## src/adcr_defines.vh

```
`ifndef ADCR_DEFINES_VH
`define ADCR_DEFINES_VH
// register addresses (word index on the plain port)
`define ADCR_ADDR_CTRL0   3'h0
`define ADCR_ADDR_CTRL1   3'h1
`define ADCR_ADDR_TRIG    3'h2
`define ADCR_ADDR_RESH    3'h3
`define ADCR_ADDR_RESL    3'h4
`define ADCR_ADDR_STATUS  3'h5
`define ADCR_ADDR_MASK    3'h6
// field positions
`define ADCR_CH_MSB       7
`define ADCR_CH_LSB       2
`define ADCR_GO_BIT       1
`define ADCR_EN_BIT       0
`define ADCR_FMT_BIT      7
`define ADCR_CLK_MSB      6
`define ADCR_CLK_LSB      4
`define ADCR_REF_MSB      1
`define ADCR_REF_LSB      0
`define ADCR_CTRL1_MASK   8'hF3
`define ADCR_TRIG_MASK    8'h0F
`define ADCR_TRIG_OFF     4'h0
`define ADCR_TRIG_MAX     4'h0
`define ADCR_REF_RSVD     2'h1
`define ADCR_CTRL_RST     8'h00
// clock select codes
`define ADCR_CS_DIV2      3'h0
`define ADCR_CS_DIV8      3'h1
`define ADCR_CS_DIV32     3'h2
`define ADCR_CS_RC_A      3'h3
`define ADCR_CS_DIV4      3'h4
`define ADCR_CS_DIV16     3'h5
`define ADCR_CS_DIV64     3'h6
`define ADCR_CS_RC_B      3'h7
// internal channel codes
`define ADCR_CH_GND       6'h3B
`define ADCR_CH_TEMP      6'h3C
`define ADCR_CH_DAC       6'h3D
`define ADCR_CH_REF1      6'h3E
`define ADCR_CH_REF2      6'h3F
`endif

```

## src/adcr_control.v

```verilog
`timescale 1ns/100ps
`default_nettype none
`include "adcr_defines.vh"
// register file and sequencing for a 10-bit converter core
module adcr_control #(
  parameter NTRIG = 19
) (
  input  wire             I_CLK,
  input  wire             I_RESET_N,
  input  wire [2:0]       I_ADDR,
  input  wire [7:0]       I_WDATA,
  input  wire             I_WR,
  input  wire             I_RD,
  output reg  [7:0]       O_RDATA,
  input  wire [NTRIG-1:0] I_TRIG_SRC,
  input  wire             I_CORE_DONE,
  input  wire [9:0]       I_CORE_RESULT,
  output wire             O_CORE_START,
  output wire             O_CORE_ENABLE,
  output wire [2:0]       O_CLK_SEL,
  output wire [1:0]       O_REF_SEL,
  output reg  [5:0]       O_CHANNEL,
  output reg              O_CHANNEL_VALID,
  output reg              O_CONNECT_INTERNAL,
  output wire             O_IRQ
);

  reg  [7:0]       ctrl0_r;
  reg  [7:0]       ctrl1_r;
  reg  [3:0]       trig_r;
  reg  [7:0]       resh_r;
  reg  [7:0]       resl_r;
  reg              stat_r;
  reg              mask_r;
  reg  [NTRIG-1:0] trig_d_r;
  reg              start_r;
  wire             trig_sel;
  wire             trig_edge;
  wire             wr_go;
  wire             finish;
  wire             busy;
  wire [NTRIG-1:0] rise;

  assign busy = ctrl0_r[`ADCR_GO_BIT];

  // per-source rising edge; source n sits at trigger code n+1
  genvar g;
  generate
    for (g = 0; g < NTRIG; g = g + 1) begin : g_edge
      assign rise[g] = I_TRIG_SRC[g] & ~trig_d_r[g];
    end
  endgenerate

  // code zero disables, codes past the source count select nothing
  assign trig_sel  = (trig_r != `ADCR_TRIG_OFF) && ({28'h0, trig_r} <= NTRIG);
  assign trig_edge = trig_sel && rise[trig_r - 4'h1];
  assign wr_go     = I_WR && (I_ADDR == `ADCR_ADDR_CTRL0) && I_WDATA[`ADCR_GO_BIT];
  assign finish    = busy && I_CORE_DONE;

  // a start pulse goes to the core on every start, whether the enable bit is set or not
  assign O_CORE_START  = start_r;
  assign O_CORE_ENABLE = ctrl0_r[`ADCR_EN_BIT];
  assign O_CLK_SEL     = ctrl1_r[`ADCR_CLK_MSB:`ADCR_CLK_LSB];
  assign O_REF_SEL     = ctrl1_r[`ADCR_REF_MSB:`ADCR_REF_LSB];
  assign O_IRQ         = stat_r & mask_r;

  // trigger history
  always @(posedge I_CLK) begin
    if (!I_RESET_N) begin
      trig_d_r <= {NTRIG{1'b0}};
    end else begin
      trig_d_r <= I_TRIG_SRC;
    end
  end

  // control registers; go bit set by software or trigger, cleared on done
  always @(posedge I_CLK) begin
    if (!I_RESET_N) begin
      ctrl0_r <= `ADCR_CTRL_RST;
      ctrl1_r <= `ADCR_CTRL_RST;
      trig_r  <= 4'h0;
      start_r <= 1'b0;
    end else begin
      start_r <= 1'b0;
      if (I_WR && I_ADDR == `ADCR_ADDR_CTRL0) begin
        ctrl0_r[`ADCR_CH_MSB:`ADCR_CH_LSB] <= I_WDATA[`ADCR_CH_MSB:`ADCR_CH_LSB];
        ctrl0_r[`ADCR_EN_BIT] <= I_WDATA[`ADCR_EN_BIT];
      end
      if (I_WR && I_ADDR == `ADCR_ADDR_CTRL1) begin
        ctrl1_r <= I_WDATA & `ADCR_CTRL1_MASK;
      end
      if (I_WR && I_ADDR == `ADCR_ADDR_TRIG) begin
        trig_r <= I_WDATA[3:0];
      end
      // a start request is ignored while busy, so completion wins in the same cycle
      if ((wr_go || trig_edge) && !busy) begin
        ctrl0_r[`ADCR_GO_BIT] <= 1'b1;
        start_r <= 1'b1;
      end else if (finish) begin
        ctrl0_r[`ADCR_GO_BIT] <= 1'b0;
      end
    end
  end

  // result registers keep content over reset; loaded at completion
  always @(posedge I_CLK) begin
    if (finish) begin
      if (ctrl1_r[`ADCR_FMT_BIT]) begin
        resh_r <= {6'h00, I_CORE_RESULT[9:8]};
        resl_r <= I_CORE_RESULT[7:0];
      end else begin
        resh_r <= I_CORE_RESULT[9:2];
        resl_r <= {I_CORE_RESULT[1:0], 6'h00};
      end
    end else begin
      if (I_WR && I_ADDR == `ADCR_ADDR_RESH) resh_r <= I_WDATA;
      if (I_WR && I_ADDR == `ADCR_ADDR_RESL) resl_r <= I_WDATA;
    end
  end

  // interrupt status: set wins over write-one-to-clear
  always @(posedge I_CLK) begin
    if (!I_RESET_N) begin
      stat_r <= 1'b0;
      mask_r <= 1'b0;
    end else begin
      if (finish) begin
        stat_r <= 1'b1;
      end else if (I_WR && I_ADDR == `ADCR_ADDR_STATUS && I_WDATA[0]) begin
        stat_r <= 1'b0;
      end
      if (I_WR && I_ADDR == `ADCR_ADDR_MASK) mask_r <= I_WDATA[0];
    end
  end

  // channel decode to the analog mux; reserved codes connect nothing
  always @* begin
    O_CHANNEL          = ctrl0_r[`ADCR_CH_MSB:`ADCR_CH_LSB];
    O_CHANNEL_VALID    = 1'b0;
    O_CONNECT_INTERNAL = 1'b0;
    case (O_CHANNEL[5:3])
      3'h0:    O_CHANNEL_VALID = (O_CHANNEL[2:0] <= 3'h5);
      3'h1:    O_CHANNEL_VALID = O_CHANNEL[2];
      3'h2:    O_CHANNEL_VALID = 1'b1;
      3'h3:    O_CHANNEL_VALID = 1'b1;
      3'h4:    O_CHANNEL_VALID = (O_CHANNEL[2:0] <= 3'h2);
      3'h5:    O_CHANNEL_VALID = 1'b1;
      3'h7: begin
        O_CHANNEL_VALID    = (O_CHANNEL >= `ADCR_CH_GND);
        O_CONNECT_INTERNAL = O_CHANNEL_VALID;
      end
      default: O_CHANNEL_VALID = 1'b0;
    endcase
  end

  // read data one cycle after the strobe, zero otherwise
  always @(posedge I_CLK) begin
    if (!I_RESET_N) begin
      O_RDATA <= 8'h00;
    end else if (I_RD) begin
      case (I_ADDR)
        `ADCR_ADDR_CTRL0:  O_RDATA <= ctrl0_r;
        `ADCR_ADDR_CTRL1:  O_RDATA <= ctrl1_r;
        `ADCR_ADDR_TRIG:   O_RDATA <= {4'h0, trig_r};
        `ADCR_ADDR_RESH:   O_RDATA <= resh_r;
        `ADCR_ADDR_RESL:   O_RDATA <= resl_r;
        `ADCR_ADDR_STATUS: O_RDATA <= {7'h00, stat_r};
        `ADCR_ADDR_MASK:   O_RDATA <= {7'h00, mask_r};
        default:           O_RDATA <= 8'h00;
      endcase
    end else begin
      O_RDATA <= 8'h00;
    end
  end

endmodule
`default_nettype wire

```

## config.mk

```make
export PLATFORM = sky130hd
export DESIGN_NAME = adcr_control
export DESIGN_NICKNAME = d
export VERILOG_FILES = /design/src/adcr_control.v
export VERILOG_INCLUDE_DIRS = /design/src
export SDC_FILE = /design/constraint.sdc
export NUM_CORES = 1
export LEC_CHECK = 0
export BUFFER_PORTS_ARGS = -buffer_cell sky130_fd_sc_hd__buf_2
export CAP_MARGIN = 5
export CORE_MARGIN = 5
export CORE_UTILIZATION = 55
export CTS_BUF_LIST = sky130_fd_sc_hd__clkbuf_2
export CTS_CLUSTER_SIZE = 16
export DETAILED_ROUTE_END_ITERATION = 7
export MAX_ROUTING_LAYER = met4
export PLACE_DENSITY = 0.82
export SLEW_MARGIN = 5
export SYNTH_ARGS = -nofsm -noshare
export SYNTH_HDL_FRONTEND = slang
export SYNTH_SLANG_ARGS = --single-unit
```

## constraint.sdc

```tcl
create_clock -name I_CLK -period 3 [get_ports I_CLK]
set_clock_uncertainty 0.1 [all_clocks]
set_input_delay 0.15 -clock I_CLK [delete_from_list [all_inputs] [get_ports I_CLK]]
set_output_delay 0.15 -clock I_CLK [all_outputs]
set_load 0.01 [all_outputs]
```

==> implementation parameters <==
Parameter                              Value

Clocking
  H-tree levels    3
  Maximum clock insertion buffer count    2
  Inserted Clock Buffers    9
  Number of sinks handled by clock tree synthesis    61
  Worst-path clk slew    0.18 ns
  CTS tree    done
  Setup Buffers After CTS    0
  Clock Latency Late Sink    0.48 ns
  Clock Tree Root    clkbuf_2

Worst setup path
  Critical path peak fanout    11
  Critical path class    reg -> reg
  Data arrival time of the critical path    3.07 ns
  Endpoint kind of the worst setup timing path    register
  Required @ worst endpoint    3.34 ns
  Critical Path Source Type    register

Route
  Remaining routing DRC violations    0
  Final routed wire length divided by cell count    17.1 um
  Via count of the routed design    2667
  Total wire length after detailed routing    8100 um
  DR iter-0 viols    213
  Antenna Violating Nets Remaining    0
  First-pass iteration count of the detailed router    5
  Via-to-Cell Ratio    5.64

Power and ir drop
  PwrDens    423 nW/um^2
  Leakage power    1.57 nW
  Worst IR Drop VDD    0.343 mV

Status
  Status    complete, no violations

Layout
  NumNets Final    444
  Final core occ    75.2%
  Synth-to-layout area growth    33.4%
  Most used cells in the layout excluding fill and tap cells    65 x buf_2, 60 x dlygate4sd3_1, 45 x dfxtp_1
  Area of the multi-input gates    1280 um^2
  Finished Cell Area    3840 um^2
  Count of non-filler cells in the finished layout    473
  Area of all sequential standard cells    1380 um^2
  Commonest non-fill, non-tap cell in the layout    buf_2
  Fraction of layout cells with a size suffix above 1    22.6%
  Layout fillers    354
  Antenna diode instance count    0

Synthesis
  Flop and latch count out of synthesis    61
  Summed instance area of the synthesized netlist    2880 um^2
  Number of enable flip-flop cells after synthesis    16
  Synth Net Count    333
  Number of distinct standard cells referenced by the synthesized netlist    43
  Number of synthesis warnings    0
  FFs w/ async S/R, synth    0%
  Commonest register cell after synthesis    dfxtp_1
  Post-Syn Instances    287
  Fraction of the yosys area taken by sequential cells    48.0%
  Mean cell area of the mapped netlist    10.0 um^2

STA
  Accumulated negative setup slack    0 ns
  Number of hold-slack violations in the final timing report    0
  Maximum achievable frequency    366 MHz
  Pins over their slew limit    0
  Least-Margin Pin Slew    0.947 ns
  Minimum clock period    2.73 ns
  Post-route clock period utilization    91.0%
  Setup repair after global routing missed its margin    false
  Relative slew margins    36.8%
  Total of endpoints with negative setup slack in the final report    0

Placement
  Placed cell areas    3130 um^2
  Number of cells in the design after placement    397
  Port Buffer Count    65
  GPL Wtd Cong    0.926
  DPL Wire Length    4600 um

Die
  Core region area    5110 um^2
  Width of the die    82.3 um
  Height of the die    82.3 um
  Initial Utilization    56.3%
  Top-level I/O count    69
  Total die area    6780 um^2
  Number of standard-cell rows in the floorplan    26

Job
  Number of violations of the max-capacitance limit    0

Global routing
  Via count of the first global-routing pass    2649
  GRT Overall Usage    26.4%
  First-pass GRT wire length    12700 um
  Overflow left after global routing    0
  Pin count of the biggest net entering global routing    25
  Antenna violations before repair    0

Hold path
  Kind of path behind the tightest hold check    in -> reg
[synthesized netlist by cell type (all sizes together) (2+ instances only)]
library cell / instances / share of area, %
nand4b: 2 / 0.61
a22o: 10 / 3.0
nand2b: 5 / 1.1
o32ai: 2 / 0.61
inv: 7 / 0.91
nand2: 31 / 4.0
xor2: 2 / 0.87
nor2b: 4 / 0.87
edfxtp: 16 / 17
o2bb2ai: 5 / 1.5
mux2: 3 / 1.2
nand3: 2 / 0.35
buf: 20 / 5.4
nor2: 23 / 3.0
mux2i: 20 / 7.0
o31ai: 2 / 0.52
clkbuf: 8 / 1.0
a21oi: 14 / 2.4
and3b: 4 / 1.2
nor3b: 5 / 1.3
dfxtp: 45 / 31
and2: 17 / 3.7
nor3: 2 / 0.35
o21ai: 10 / 1.7
nor4: 5 / 1.1
mux4: 2 / 1.6
a22oi: 8 / 2.1
[repair_timing]
item | in CTS | in global routing
hold endpoints to repair | 54 | 0
hold buffers | 60 | 0
resized for setup | 0 | 0
[per-layer routing]
| metal | share of wire (%) | wire length [um] | vias up | track usage (%) |
|---|---|---|---|---|
| met5 | 0 | 0 | - | - |
| met3 | 7.7 | 622 | 39 | 5.42 |
| met2 | 49 | 3950 | 155 | 41.3 |
| li1 | - | - | 1239 | - |
| met4 | 4.8 | 386 | 0 | 17.9 |
| met1 | 39 | 3140 | 1234 | 30.3 |
[metrics by stage]
step | total power, mW | hold slack, ns | setup slack [ns]
global route | 1.69 | 0.103 | 0.162
CTS | 1.61 | 0.106 | 0.401
global placement | 1.07 | 0.262 | 1.02
detailed placement | 1.07 | 0.266 | 0.958
finish | 1.62 | 0.127 | 0.271
floorplan | 1.01 | 0.172 | 0.913
[critical path: stages, from the launching register on]
cell and delay, ns:
dfxtp_1 0.42, inv_1 0.07, ha_1 0.43, or3b_2 0.51, a21oi_1 0.21, o31ai_1 0.13
o32ai_1 0.24, dlygate4sd3_1 0.59
[registers in the layout, summed over array words and instances, names as in the netlist, 4 cells and up]
signal    count
trig_r        4
resh_r        8
ctrl0_r       8
ctrl1_r       6
trig_d_r     16
O_RDATA       8
resl_r        8
[path summary, 6_finish.rpt]
check / from / to / slack, ns / cells after the start
worst max-delay path: trig_r[1] / O_CORE_START / 0.27 / 7
worst min-delay path: I_ADDR[1] / O_RDATA[6] / 0.13 / 4
worst min register to register: stat_r / stat_r / 0.40 / 2
worst max register to register: trig_r[1] / O_CORE_START / 0.27 / 7
[power breakdown]
group	total (mW)	internal, mW	switching, mW
clock	0.499	0.186	0.314
combinational	0.235	0.124	0.111
sequential	0.890	0.875	0.0146
total	1.62	1.18	0.440
[cell families (layout without fill, tap and decap cells)]
kind of cell	after synthesis	count (layout)	synth area share, %
multiplexers	25	25	9.70
buffers and inverters	35	151	7.35
XOR/XNOR	3	3	1.17
adder cells (fa/ha/maj)	1	1	0.435
AND/OR/NAND/NOR	106	106	19.8
AO/OA/AOI/OAI	56	56	13.5
flip-flops	61	61	48.0
[cell type report]
| type | instances | share of cell area (%) |
|---|---|---|
| Sequential cell | 61 | 36.0 |
| Multi-Input combinational cell | 191 | 33.5 |
| Timing Repair Buffer | 128 | 24.7 |
| Tap cell | 70 | 2.28 |
| Clock inverter | 7 | 1.73 |
| Clock buffer | 9 | 1.17 |
| Inverter | 7 | 0.684 |
Power figures use the tool's default switching activity.
